**src/oafc_pkg.sv**
```systemverilog
// constants, carriers and helpers for the operand address and fetch control
// assumes one 125 MHz clock and a destructive-read core memory outside
package oafc_pkg;
  // ****************************************
  // word layout and timing
  // ****************************************
  localparam int WORD_W = 24;
  localparam int ADDR_W = 12;
  localparam int IDX_W = 15;
  localparam int OP_LSB = 18;
  localparam int SEL_LSB = 15;
  localparam int FLD_LSB = 12;
  localparam logic [5:0] OP_SPC_A = 6'h01;
  localparam logic [5:0] OP_SPC_B = 6'h03;
  localparam logic [5:0] OP_SPC_C = 6'h05;
  localparam logic [5:0] OP_SPC_D = 6'h06;
  // octal 13: store accumulator through the operand register
  localparam logic [5:0] OP_STORE_ACC = 6'h0b;
  localparam logic [1:0] OP_READ_GRP = 2'h1;
  localparam int CLK_NS = 8;
  localparam int CORE_CYCLE_NS = 2000;
  localparam int REWRITE_CYC = CORE_CYCLE_NS / CLK_NS;
  localparam logic [3:0] LDX_ARM_T = 4'h8;
  localparam logic [3:0] LDX_XFER_T = 4'ha;
  // ****************************************
  // register map
  // ****************************************
  localparam logic [11:0] A_CTRL = 12'h000;
  localparam logic [11:0] A_STATUS = 12'h004;
  localparam logic [11:0] A_OPERAND = 12'h008;
  localparam logic [11:0] A_INSTR = 12'h00c;
  localparam logic [11:0] A_SADDR = 12'h010;
  localparam logic [6:0] A_IDX_BLK = 7'h01;
  localparam int CTRL_LDX = 0;
  localparam int STS_M_LSB = 8;
  // ****************************************
  // types
  // ****************************************
  typedef struct packed {
    logic psel;
    logic penable;
    logic pwrite;
    logic [11:0] paddr;
    logic [31:0] pwdata;
  } oafc_apb_req_t;
  typedef struct packed {
    logic [31:0] prdata;
    logic pready;
    logic pslverr;
  } oafc_apb_rsp_t;
  typedef struct packed {
    logic start;
    logic write;
    logic [ADDR_W-1:0] addr;
    logic [WORD_W-1:0] wdata;
  } oafc_mem_req_t;
  typedef struct packed {
    logic special;
    logic rd;
    logic wr;
    logic acc_to_x;
  } oafc_flags_t;
  typedef enum logic [1:0] {S_IDLE, S_DECODE, S_RETRANS, S_CHAIN} oafc_dec_t;
  typedef enum logic [2:0] {M_IDLE, M_RD_PROBE, M_RD_REWR, M_RD_XFER, M_WR_PROBE,
                            M_WR_REWR} oafc_mem_t;
  typedef struct packed {
    oafc_dec_t st;
    oafc_mem_t mph;
    oafc_flags_t flags;
    logic [WORD_W-1:0] ir;
    logic [2:0] fld;
    logic add_pend;
    logic rd_pend;
    logic wr_pend;
    logic buf_to_x;
    logic resume;
    logic ldx_busy;
    logic ldx_armed;
    logic [3:0] ldx_cnt;
    logic [7:0] rw_cnt;
    logic [ADDR_W-1:0] sar;
    logic [WORD_W-1:0] mbuf;
    logic [WORD_W-1:0] x;
    logic [7:0][IDX_W-1:0] idx;
    logic special_p;
    logic acc_to_x_p;
    oafc_mem_req_t mem;
    oafc_apb_rsp_t rsp;
  } oafc_state_t;
  // ****************************************
  // helpers
  // ****************************************
  function automatic oafc_flags_t oafc_decode(input logic [5:0] op);
    oafc_flags_t f;
    f = '0;
    f.special = (op == OP_SPC_A) || (op == OP_SPC_B) || (op == OP_SPC_C) || (op == OP_SPC_D);
    f.wr = (op == OP_STORE_ACC);
    f.acc_to_x = (op == OP_STORE_ACC);
    f.rd = (op[5:4] == OP_READ_GRP) && (op != OP_STORE_ACC);
    return f;
  endfunction
  function automatic logic [23:0] oafc_extract(input logic [23:0] w, input logic [2:0] m);
    logic [23:0] r;
    case (m)
      3'h0: r = w;
      3'h1: r = {{16{w[7]}}, w[7:0]};
      3'h2: r = {{16{w[15]}}, w[15:8]};
      3'h3: r = {{16{w[23]}}, w[23:16]};
      3'h4: r = {9'h000, w[14:0]};
      3'h5: r = {16'h0000, w[7:0]};
      3'h6: r = {16'h0000, w[15:8]};
      default: r = {16'h0000, w[23:16]};
    endcase
    return r;
  endfunction
  function automatic logic [23:0] oafc_merge(input logic [23:0] old, input logic [23:0] x,
                                             input logic [2:0] m);
    logic [23:0] r;
    case (m)
      3'h0: r = x;
      3'h1, 3'h5: r = {old[23:8], x[7:0]};
      3'h2, 3'h6: r = {old[23:16], x[7:0], old[7:0]};
      3'h3, 3'h7: r = {x[7:0], old[15:0]};
      default: r = {old[23:15], x[14:0]};
    endcase
    return r;
  endfunction
endpackage

```
**src/oafc_top.sv**
```systemverilog
// instruction decode, index add, storage address and operand read/write control
// assumes a core memory that answers a start with a read probe and rdata,
// and that command and instruction step pulses are one cycle wide
//
// Added by the designer: the address map and register access over APB.
`timescale 1ns/1ns
module oafc_top #(
  parameter int REWRITE_CYC_P = oafc_pkg::REWRITE_CYC
) (
  // clock and reset
  input wire logic clk_in,
  input wire logic rst_n_in,
  // register bus
  input wire oafc_pkg::oafc_apb_req_t apb_req_in,
  output oafc_pkg::oafc_apb_rsp_t apb_rsp_out,
  // sequencing pulses and instruction load
  input wire logic cmd_step_in,
  input wire logic instr_step_in,
  input wire logic instr_load_in,
  input wire logic [23:0] instr_in,
  // other address sources
  input wire logic pc_load_in,
  input wire logic [11:0] pc_in,
  input wire logic manual_load_in,
  input wire logic [11:0] manual_addr_in,
  // core memory
  input wire logic mem_ready_in,
  input wire logic mem_probe_in,
  input wire logic [23:0] mem_rdata_in,
  output oafc_pkg::oafc_mem_req_t mem_req_out,
  // sequence outputs
  output logic special_path_out,
  output logic acc_to_x_out,
  output logic [23:0] operand_out
);
  import oafc_pkg::*;

  if (REWRITE_CYC_P < 1 || REWRITE_CYC_P > 255) begin : g_bad_rewrite
    $error("REWRITE_CYC_P must lie in 1..255");
  end

  localparam logic [7:0] RW_LAST = 8'(REWRITE_CYC_P - 1);

  oafc_state_t s;
  oafc_state_t n;
  logic hit;
  logic [2:0] isel;
  logic [31:0] rd_word;
  logic [11:0] pa;

  assign pa = apb_req_in.paddr;
  assign isel = pa[4:2];

  // ****************************************
  // register read mux and decode
  // ****************************************
  always_comb begin
    hit = 1'b1;
    rd_word = 32'h0000_0000;
    if (pa == A_CTRL) begin
      rd_word = {31'h0000_0000, s.ldx_busy};
    end else if (pa == A_STATUS) begin
      rd_word = {21'h00_0000, s.fld, s.resume, s.buf_to_x, s.wr_pend, s.rd_pend,
                 s.add_pend, s.ldx_armed, s.ldx_busy, 1'b0};
      rd_word[STS_M_LSB-1] = (s.mph != M_IDLE);
    end else if (pa == A_OPERAND) begin
      rd_word = {8'h00, s.x};
    end else if (pa == A_INSTR) begin
      rd_word = {8'h00, s.ir};
    end else if (pa == A_SADDR) begin
      rd_word = {20'h0_0000, s.sar};
    end else if (pa[11:5] == A_IDX_BLK && pa[1:0] == 2'h0 && isel != 3'h0) begin
      rd_word = {17'h0_0000, s.idx[isel]};
    end else begin
      hit = 1'b0;
    end
  end

  // ****************************************
  // next state
  // ****************************************
  always_comb begin
    n = s;
    n.special_p = 1'b0;
    n.acc_to_x_p = 1'b0;
    n.mem.start = 1'b0;
    n.mem.write = 1'b0;
    n.rsp.pready = 1'b1;
    // bus: read data and error prepared in setup, held through access
    if (apb_req_in.psel && !apb_req_in.penable) begin
      n.rsp.prdata = rd_word;
      n.rsp.pslverr = !hit;
    end
    if (apb_req_in.psel && apb_req_in.penable && apb_req_in.pwrite && hit) begin
      if (pa == A_CTRL && apb_req_in.pwdata[CTRL_LDX] && !s.ldx_busy) begin
        n.ldx_busy = 1'b1;
        n.ldx_cnt = 4'h0;
      end else if (pa == A_OPERAND) begin
        n.x = apb_req_in.pwdata[23:0];
      end else if (pa[11:5] == A_IDX_BLK) begin
        n.idx[isel] = apb_req_in.pwdata[14:0];
      end
    end
    // decode and address modification chain
    case (s.st)
      S_IDLE: begin
        if (instr_load_in) begin
          n.ir = instr_in;
          n.flags = oafc_decode(instr_in[OP_LSB +: 6]);
          n.fld = instr_in[FLD_LSB +: 3];
          n.add_pend = 1'b1;
          n.st = S_DECODE;
        end
      end
      S_DECODE: begin
        if (instr_step_in) begin
          n.add_pend = 1'b0;
          if (s.flags.special) begin
            n.special_p = 1'b1;
            n.st = S_IDLE;
          end else begin
            // index 0 is held at zero, so selector 0 means no modification
            n.ir[IDX_W-1:0] = s.ir[IDX_W-1:0] + s.idx[s.ir[SEL_LSB +: 3]];
            n.st = S_RETRANS;
          end
        end
      end
      S_RETRANS: begin
        n.fld = s.ir[FLD_LSB +: 3];
        n.st = S_CHAIN;
      end
      S_CHAIN: begin
        if (instr_step_in) begin
          n.wr_pend = s.wr_pend | s.flags.wr;
          n.acc_to_x_p = s.flags.acc_to_x;
          n.rd_pend = s.rd_pend | s.flags.rd;
          n.st = S_IDLE;
        end
      end
      default: n.st = S_IDLE;
    endcase
    // index load from the instruction, timed by instruction steps
    if (s.ldx_busy && instr_step_in) begin
      n.ldx_cnt = s.ldx_cnt + 4'h1;
      if (n.ldx_cnt == LDX_ARM_T) begin
        n.ldx_armed = 1'b1;
      end
      if (n.ldx_cnt == LDX_XFER_T && s.ldx_armed) begin
        if (s.ir[SEL_LSB +: 3] != 3'h0) begin
          n.idx[s.ir[SEL_LSB +: 3]] = s.ir[IDX_W-1:0];
        end
        n.ldx_armed = 1'b0;
        n.ldx_busy = 1'b0;
      end
    end
    // memory sequences; a single phase register keeps cycles apart
    case (s.mph)
      M_IDLE: begin
        if (cmd_step_in && s.resume && (s.rd_pend || s.wr_pend)) begin
          n.resume = 1'b0;
          n.sar = '0;
          n.sar = s.ir[ADDR_W-1:0];
          n.mem.start = 1'b1;
          n.mem.addr = n.sar;
          if (s.rd_pend) begin
            // a request raised by the chain in this very cycle is kept
            n.rd_pend = (s.st == S_CHAIN) && instr_step_in && s.flags.rd;
            n.mbuf = '0;
            n.buf_to_x = 1'b1;
            n.mph = M_RD_PROBE;
          end else begin
            n.wr_pend = (s.st == S_CHAIN) && instr_step_in && s.flags.wr;
            n.mph = M_WR_PROBE;
          end
        end else if (pc_load_in) begin
          n.sar = pc_in;
          n.mem.addr = pc_in;
        end else if (manual_load_in) begin
          n.sar = manual_addr_in;
          n.mem.addr = manual_addr_in;
        end
      end
      M_RD_PROBE, M_WR_PROBE: begin
        if (mem_probe_in) begin
          n.rw_cnt = 8'h00;
          if (s.mph == M_RD_PROBE) begin
            n.mbuf = mem_rdata_in;
            n.mph = M_RD_REWR;
          end else begin
            n.mbuf = oafc_merge(mem_rdata_in, s.x, s.fld);
            n.mph = M_WR_REWR;
          end
        end
      end
      M_RD_REWR, M_WR_REWR: begin
        n.rw_cnt = s.rw_cnt + 8'h01;
        if (s.rw_cnt == RW_LAST) begin
          n.mem.write = 1'b1;
          n.mem.wdata = s.mbuf;
          n.mph = (s.mph == M_RD_REWR) ? M_RD_XFER : M_IDLE;
        end
      end
      M_RD_XFER: begin
        if (cmd_step_in) begin
          n.buf_to_x = 1'b0;
          n.x = oafc_extract(s.mbuf, s.fld);
          n.mph = M_IDLE;
        end
      end
      default: n.mph = M_IDLE;
    endcase
    // ready seen in the same cycle as the clear is kept
    if (mem_ready_in) begin
      n.resume = 1'b1;
    end
    n.idx[0] = '0;
  end

  always_ff @(posedge clk_in or negedge rst_n_in) begin
    if (!rst_n_in) begin
      s <= '0;
    end else begin
      s <= n;
    end
  end

  assign apb_rsp_out = s.rsp;
  assign mem_req_out = s.mem;
  assign special_path_out = s.special_p;
  assign acc_to_x_out = s.acc_to_x_p;
  assign operand_out = s.x;

  // ****************************************
  // checks
  // ****************************************
  localparam int RW_D = REWRITE_CYC_P + 1;
endmodule

```
**config.mk**
```make
export PLATFORM = sky130hd
export DESIGN_NAME = oafc_top
export DESIGN_NICKNAME = d
export VERILOG_FILES = /design/src/oafc_pkg.sv /design/src/oafc_top.sv
export SDC_FILE = /design/constraint.sdc
export NUM_CORES = 1
export LEC_CHECK = 0
export BUFFER_PORTS_ARGS = -buffer_cell sky130_fd_sc_hd__buf_4
export CORE_MARGIN = 10
export CORE_UTILIZATION = 45
export DETAILED_ROUTE_END_ITERATION = 6
export GPL_TIMING_DRIVEN = 1
export PLACE_DENSITY = 0.67
export SKIP_CTS_REPAIR_TIMING = 1
export SYNTH_ARGS = -nofsm -noshare
export SYNTH_HDL_FRONTEND = slang
export SYNTH_SLANG_ARGS = --single-unit
```
**constraint.sdc**
```tcl
create_clock -name clk_in -period 3.25 [get_ports clk_in]
set_input_delay 0.1625 -clock clk_in [delete_from_list [all_inputs] [get_ports clk_in]]
set_output_delay 0.1625 -clock clk_in [all_outputs]
set_load 0.01 [all_outputs]
```
Word level (Yosys, flattened, before mapping)
Index checks and enable logic that the tools add are counted.
{"block": "totals", "latchBits": 0, "n_memories": 0, "mem_bits_rw": 0, "input_bits": 128, "rom_bits": 0, "reg_bits": 281, "word_cells": 237}
{"block": "classes", "bitwise_logic": 2, "magnitude_cmp": 4, "muxes": 91, "reduce_logical": 63, "n_mul": 0, "n_shift": 0, "addsub": 3, "div": 0, "eq_ne": 39}
{"cell": "120-bit 2-to-1 mux", "count": 5}
{"cell": "144-bit 2-to-1 mux", "count": 2}
{"cell": "24-bit 2-to-1 mux", "count": 11}
{"cell": "120-bit bitwise mux", "count": 2}
{"cell": "24-bit one-hot mux with 7 select lines", "count": 1}
{"cell": "15-bit 2-to-1 mux", "count": 8}
{"cell": "24-bit one-hot mux with 4 select lines", "count": 1}
{"cell": "15-bit binary-select mux with 3-bit select", "count": 2}
{"cell": "15-bit demux with 3-bit select", "count": 2}
{"cell": "24-bit one-hot mux with 2 select lines", "count": 1}
{"cell": "12-bit 2-to-1 mux", "count": 3}
{"cell": "15-bit one-hot mux with 2 select lines", "count": 1}
{"cell": "1-bit 2-to-1 mux", "count": 25}
{"cell": "12-bit by 4-bit equality test with 1-bit output (second input constant)", "count": 2}
{"cell": "2-bit nonzero test", "count": 10}
{"cell": "19-bit 2-to-1 mux", "count": 1}
{"cell": "3-bit equality test (second input constant)", "count": 6}
{"cell": "1-bit logical AND", "count": 18}
{"cell": "2-bit 2-to-1 mux", "count": 9}
{"cell": "3-bit 2-to-1 mux", "count": 6}
{"cell": "2-bit inequality test (second input constant)", "count": 9}
{"cell": "8-bit one-hot mux with 2 select lines", "count": 1}
{"cell": "2-bit AND reduction", "count": 8}
{"cell": "4-bit AND reduction", "count": 4}
{"cell": "other kinds (35)", "count": 64}

Depth between registers and ports, before layout
Gate-level depths: netlist (run 1).
{"block": "depth", "word_depth": 15, "mapped_depth": 15}

Worst setup path before layout (run 1)
Ideal clock, no wire load.
{"block": "synth_timing", "kind": "register to register", "from": "register s[291] (netlist name)", "to": "register s[290] (netlist name)", "arrival_ps": 3450, "setup_slack_ps": -270, "setup_ps": 71, "required_time_ps": 3179, "n_path_buf": 2, "path_stages_with_launch": 16, "cell_sequence": "dfrtp_1 > buf_2 > buf_2 > mux4_2 > nand2_1 > o21ai_0 > ha_1 > inv_1 > fa_1 > nor2b_4 > o31a_4 > o311ai_4 > o22ai_1 > xor2_1 > or4_1 > nand4_1"}
{"block": "synth_via", "elab_chain_cells": 6}
{"item": "start: declaration", "line_no": "oafc_top.sv:44", "rtl": "oafc_state_t s;"}
{"item": "start signal: assignment", "line_no": "oafc_top.sv:223", "rtl": "s <= n;"}
{"item": "15-bit binary-select mux with 3-bit select", "line_no": "oafc_top.sv:123", "rtl": "n.ir[IDX_W-1:0] = s.ir[IDX_W-1:0] + s.idx[s.ir[SEL_LSB +: 3]];"}
{"item": "15-bit 2-to-1 mux (not written as such)", "line_no": "oafc_top.sv:123"}
{"item": "15-bit adder", "line_no": "oafc_top.sv:123"}
{"item": "15-bit 2-to-1 mux", "line_no": "oafc_top.sv:118", "rtl": "if (s.flags.special) begin"}
{"item": "15-bit 2-to-1 mux", "line_no": "oafc_top.sv:116", "rtl": "if (instr_step_in) begin"}
{"item": "15-bit one-hot mux with 2 select lines", "line_no": "oafc_top.sv:105", "rtl": "case (s.st)"}
No other way between the ends. The select of a mux whose other input is x is not followed.
A chain may end at the register's enable or synchronous reset.

Worst setup path after layout (run 1)
Ends and elaborated chain as after synthesis.

==> results of run 1 <==
-- stage by stage --
step	util (%)	power [mW]	TNS [ns]
detailed placement	50.36	12.19	-0.1231
floorplan	-	9.534	-0.01514
finish	55.75	16.47	0
global route	55.75	17.30	-0.1906
CTS	53.26	15.85	-0.2047
global placement	50.36	12.03	-0.07091
-- final cells by class --
type,count,area [µm²]
flip-flops and latches,273,6834
clock inverters,13,158.9
inverters,16,60.06
clock buffers,43,900.9
fillers,3282,16200
well taps,468,585.6
repair buffers,392,3259
multi-input cells,1279,8612
-- placed cells by master (no fill, tap or decap), drive strengths merged, types with 9 or more instances in the layout --
master	netlist	layout
a21o	9	9
a21oi	185	185
a221oi	15	15
a22o	17	17
a22oi	31	31
buf	169	327
clkbuf	76	44
conb	2	9
dfrtp	273	273
dlygate4sd3	0	64
ha	18	18
inv	15	16
mux2	60	60
mux2i	189	189
mux4	21	21
nand2	196	196
nand2b	10	10
nand3	21	21
nor2	201	201
nor2b	16	16
nor3	13	13
o211ai	10	10
o21ai	131	131
o22ai	22	22
xnor2	10	10
-- how the worst max path moves through the flow --
| stage | from | end | slack [ns] | cells past startpoint |
|---|---|---|---|---|
| finish | s[291] | s[290] | 0.03 | 14 |
| global route | s[291] | s[290] | -0.11 | 14 |
| CTS | s[291] | s[290] | -0.13 | 13 |
| detailed placement | s[292] | s[290] | -0.09 | 13 |
| global placement | s[291] | s[290] | -0.07 | 13 |
| floorplan | s[291] | s[290] | -0.02 | 15 |
-- power groups by stage --
stage | combinational (mW) | sequential (mW) | clock [mW]
3_3_place_gp | 6.24 | 5.79 | 0
5_1_grt | 7.56 | 5.94 | 3.80
2_1_floorplan | 4.47 | 5.07 | 0
4_1_cts | 6.41 | 5.76 | 3.68
3_5_place_dp | 6.38 | 5.81 | 0
6_report | 6.96 | 5.87 | 3.64
-- kinds of logic (layout without fill, tap and decap cells) --
group,count (synthesis),count (layout),share of synthesized area [%]
flops,273,273,40.92
fa+ha+maj,19,19,1.469
simple gates,497,497,13.14
buf+inv,261,464,8.642
xor+xnor,18,18,0.9444
mux,270,270,18.21
other cells,2,9,0.04499
compound gates,466,466,16.62
-- layer usage --
layer	vias to the layer above	track usage, %	routed length (µm)
li1	6654	-	-
met5	-	0	20
met4	2	7.681	1933
met1	7234	35.52	25060
met2	819	37.44	26220
met3	113	6.155	6358
-- critical path, cell delays in order (launching register included) --
cell and delay [ns]:
dfrtp_2 0.43, buf_12 0.15, buf_4 0.12, mux2_2 0.32
a221oi_1 0.29, o21ai_1 0.12, buf_4 0.16, ha_1 0.31
nand2_1 0.10, o21ai_2 0.08, nor4_2 0.29, o22ai_2 0.10
xor2_1 0.18, or4_1 0.41, nand4_1 0.08
-- registers in the layout, summed over array words and instances (netlist names), named ones only --
| register | cells |
|---|---|
| acc_to_x_out | 1 |
| apb_rsp_out | 26 |
| mem_req_out | 38 |
| operand_out | 24 |
| s | 182 |
| special_path_out | 1 |
==> results.cfg, run 1 <==
[status]
outcome = finished, violations left
violations = hold timing

[pwr]
swShare_pct = 40.74
power_frac_clock_pct = 22.1
power.combinational.fraction_pct = 42.3
internal-power_mw = 9.762
p_leak_nw = 9.279
sequentialPowerShare_pct = 35.6
vdd_drop_max_mv = 0.4900
power_per_cell_area_nw_per_um2 = 807.0
total_switching_power_mw = 6.711

[sta]
achievable-frequency_mhz = 310.3
hold_viol_final = 11
post-route-period-util_pct = 99.16
fin_worst_skew_ns = 0.02135
worst_slack_setup_final_ns = 0.02744
tightest_slew_ns = 1.173
whs_ns = -0.04164
post-route-min-period_ns = 3.223
slew_headroom_pct = 21.40
setup_violations = 0
slew_viol_final = 0
unrepaired_setup_endpoints_after_global_routing = true

[grt]
grt_overflow = 0
grt_pass1_vias = 13805
aggregate_global_route_resource_usage_pct = 25.24
grt_max_degree = 102
grt_antenna_before_repair = 1
grt_first_pass_wirelength_um = 87750

[logic_synthesis]
synth.top_cell.area_share_pct = 40.92
yosysSeqAreaShare_pct = 40.92
synthCells = 1806
synth_edf_count = 0
yosysTopAreaCell = dfrtp_1
synth_warnings = 0
yosys_most_used_dff = dfrtp_1
ys_top_cells_by_count = 273 x dfrtp_1, 195 x nand2_1, 193 x nor2_1
synth_cell_types = 74
synthTopCellsByArea = dfrtp_1 41%, mux2i_1 11%, a21oi_1 5.5%
fraction_of_synthesis_flops_using_an_asynchronous_set_or_reset_pin_pct = 100.0
yosys.cell_count.top_type = dfrtp_1
postSynthRegisterBits = 273
synth.cell_area_um2 = 16690
synth.avg_cell_area_um2 = 9.243

[layout]
finalInstanceArea_um2 = 20410
diodes = 0
layout.cells.non_filler = 2484
layout-drive-gt1-share_pct = 25.40
syn2layout_area_growth_pct = 22.27
finish.net_count = 2139

[clock_tree]
cts_buffer_depth = 3
h-tree-depth = 1
clock_sink_count = 273
cts.reportedPaths.clkPinSlew_ns = 0.07
clkLatencyLatePin_ns = 0.58
clock-root-buffer = clkbuf_16
cts_tree = yes
cts-buffers-inserted = 30

[routing]
drc = 0
drt.antenna.violating_nets = 0
routed_via_density = 5.967
route.vias.total = 14822
drtPass1Iterations = 7
route.detailed.wl_per_inst_um = 23.99
drt_wl_total_um = 59590
drt_iter0_drc = 1643

[setup_path]
worstPathArrival_ns = 3.73
reg_to_reg_setup_timing_slack_ns = 0.03
endpoint_kind = register
crit_type = reg2reg
critical_path.reg2reg.endpoint = s[290]
reg2reg_depth = 14
worst_r2r_startpoint = s[291]
critical_path.startpoint_type = register
required_ns = 3.76
critPathMaxFanout = 5

[floorplan]
design.die.area_um2 = 45200
core_area_um2 = 36610
floorplan.initialDensity_pct = 45.60
floorplan.die.width_um = 212.6
boundaryPins = 226
die_height_um = 212.6
row_count = 70

[placed_design]
post-dp-hpwl_um = 43020
placed_cells_incl_taps = 2355
placement.setup.worst_slack_ns = -0.09498
area_of_placed_instances_um2 = 18440
port_buffers = 209
gpl.final_weighted_congestion = 0.9608

[flow_run]
max_cap_viol_count = 0

[min_path]
min_delay_path_depth = 3
hold_path_class = in2reg
hold_path.startpoint = mem_rdata_in[11]
min_delay_worst_endpoint = s[229]
Note: power is estimated with default switching activity, not from simulation.
==> run 2: changes to the inputs <==
- PLACE_DENSITY: 0.67 -> unset
- PLACE_DENSITY_LB_ADDON: unset -> 0.2
==> run 2 against run 1 <==
Effect of this change: the flow still finishes with violations (hold timing); combinational power barely moved; utilization grew 0.25 points; sequential power grew 1%; critical endpoint unchanged.
==> results.cfg, run 2 (synthesized netlist as in run 1, its figures left out) <==
[status]
outcome = finished, violations left
violations = hold timing

[placed_design]
placed_cells_incl_taps = 2360
gpl.final_weighted_congestion = 0.9354
port_buffers = 209
post-dp-hpwl_um = 42810
area_of_placed_instances_um2 = 18510

[routing]
drt_wl_total_um = 59530
route.detailed.wl_per_inst_um = 23.97
drc = 0
route.vias.total = 14657
drtPass1Iterations = 6
drt.antenna.violating_nets = 0
routed_via_density = 5.903
drt_iter0_drc = 1378

[setup_path]
required_ns = 3.71
crit_path_end = s[290]
critical_path.reg2reg.endpoint = s[290]
crit_start = s[291]
critical_path.startpoint_type = register
worstPathArrival_ns = 3.69
worst_r2r_startpoint = s[291]
critPathMaxFanout = 6
reg_to_reg_setup_timing_slack_ns = 0.02
endpoint_kind = register
reg2reg_depth = 14
crit_type = reg2reg

[layout]
syn2layout_area_growth_pct = 22.82
largest_register_ffs = 182
finalInstanceArea_um2 = 20500
finish.net_count = 2137
final_cell_mix = 317 x buf_4, 271 x dfrtp_1, 194 x nand2_1
most_frequent_standard_cell_in_the_layout_excluding_fill_and_tap_cells = buf_4
layout.core_utilization_pct = 56.00
layout-drive-gt1-share_pct = 26.12
regMostFlops = s
layout.cells.non_filler = 2483
multiInputGateArea_um2 = 8607
ff_latch_area_um2 = 6834
final.fill_count = 3261

[grt]
grt_pass1_vias = 13949
grt_antenna_before_repair = 4
aggregate_global_route_resource_usage_pct = 25.34
grt_overflow = 0
grt_max_degree = 94
grt_first_pass_wirelength_um = 88180

[sta]
slew_headroom_pct = 25.82
post-route-period-util_pct = 99.41
slew_viol_final = 0
setup_violations = 0
hold_viol_final = 10
post-route-min-period_ns = 3.231
tightest_slew_ns = 1.109
fin_worst_skew_ns = 0.02003
whs_ns = -0.04259
achievable-frequency_mhz = 309.5
unrepaired_setup_endpoints_after_global_routing = true

[min_path]
hold_path_class = in2reg
hold_path.startpoint = instr_in[2]

[flow_run]
max_cap_viol_count = 0

[floorplan]
design.die.area_um2 = 45200
row_count = 70
core_area_um2 = 36610
boundaryPins = 226
die_height_um = 212.6
floorplan.initialDensity_pct = 45.60
floorplan.die.width_um = 212.6

[pwr]
total_power_mw = 16.94
vdd_drop_max_mv = 0.5626
power_per_cell_area_nw_per_um2 = 826.2
p_leak_nw = 9.360

[clock_tree]
clkLatencyLatePin_ns = 0.53
cts_buffer_depth = 3
cts.reportedPaths.clkPinSlew_ns = 0.06
clock-root-buffer = clkbuf_16
cts-buffers-inserted = 34
h-tree-depth = 2
cts_tree = yes
clock_sink_count = 273
-- run 2: power breakdown --
part / total [mW] / switching, mW / internal, mW
combinational: 6.99 / 3.75 / 3.24
sequential: 5.94 / 1.52 / 4.42
clock: 4.01 / 1.55 / 2.46
total: 16.9 / 6.82 / 10.1
-- run 2: cell type report --
type / instances / share of cell area (%)
Inverter: 16 / 0.2929
Tap cell: 468 / 2.856
Clock buffer: 48 / 5.047
Clock inverter: 12 / 0.7811
Antenna cell: 1 / 0.01220
Multi-Input combinational cell: 1279 / 41.98
Timing Repair Buffer: 386 / 15.70
Sequential cell: 273 / 33.33
-- run 2: stage by stage --
step | hold WS (ns) | TNS [ns] | setup WS [ns]
finish | -0.04259 | 0 | 0.01929
detailed placement | 0.2759 | -0.1008 | -0.1008
CTS | -0.2749 | -0.1373 | -0.1279
global route | 0.002708 | -0.2533 | -0.1225
global placement | 0.2647 | -0.04764 | -0.04764
floorplan | -0.1331 | -0.01514 | -0.01514
-- run 2: critical path, stage by stage, from the launching register on --
cell and delay, ns:
dfrtp_2 0.45, buf_12 0.16, mux4_2 0.52, nand2_2 0.09
o21ai_4 0.08, ha_4 0.17, inv_2 0.05, fa_2 0.22
nor2b_4 0.05, o31a_4 0.29, o311ai_4 0.29, o22ai_2 0.11
xor2_1 0.17, or4_1 0.42, nand4_1 0.08
-- run 2: how the worst min path moves through the flow --
stage	endpoint	slack, ns	depth (start not counted)
floorplan	asynchronous set/reset pin	-0.13	0
global placement	apb_rsp_out[1]	0.26	1
detailed placement	s[266]	0.28	1
CTS	s[266]	-0.27	1
global route	operand_out[22]	0.003	3
finish	s[278]	-0.04	3
-- run 2: metal layers --
metal  up-vias  track usage [%]  wire length (µm)
met5         -                0                11
met4         2            7.213              1547
met3       108            8.452              6690
met2       674            37.05             25920
met1      7209            34.89             25360
li1       6664                -                 -
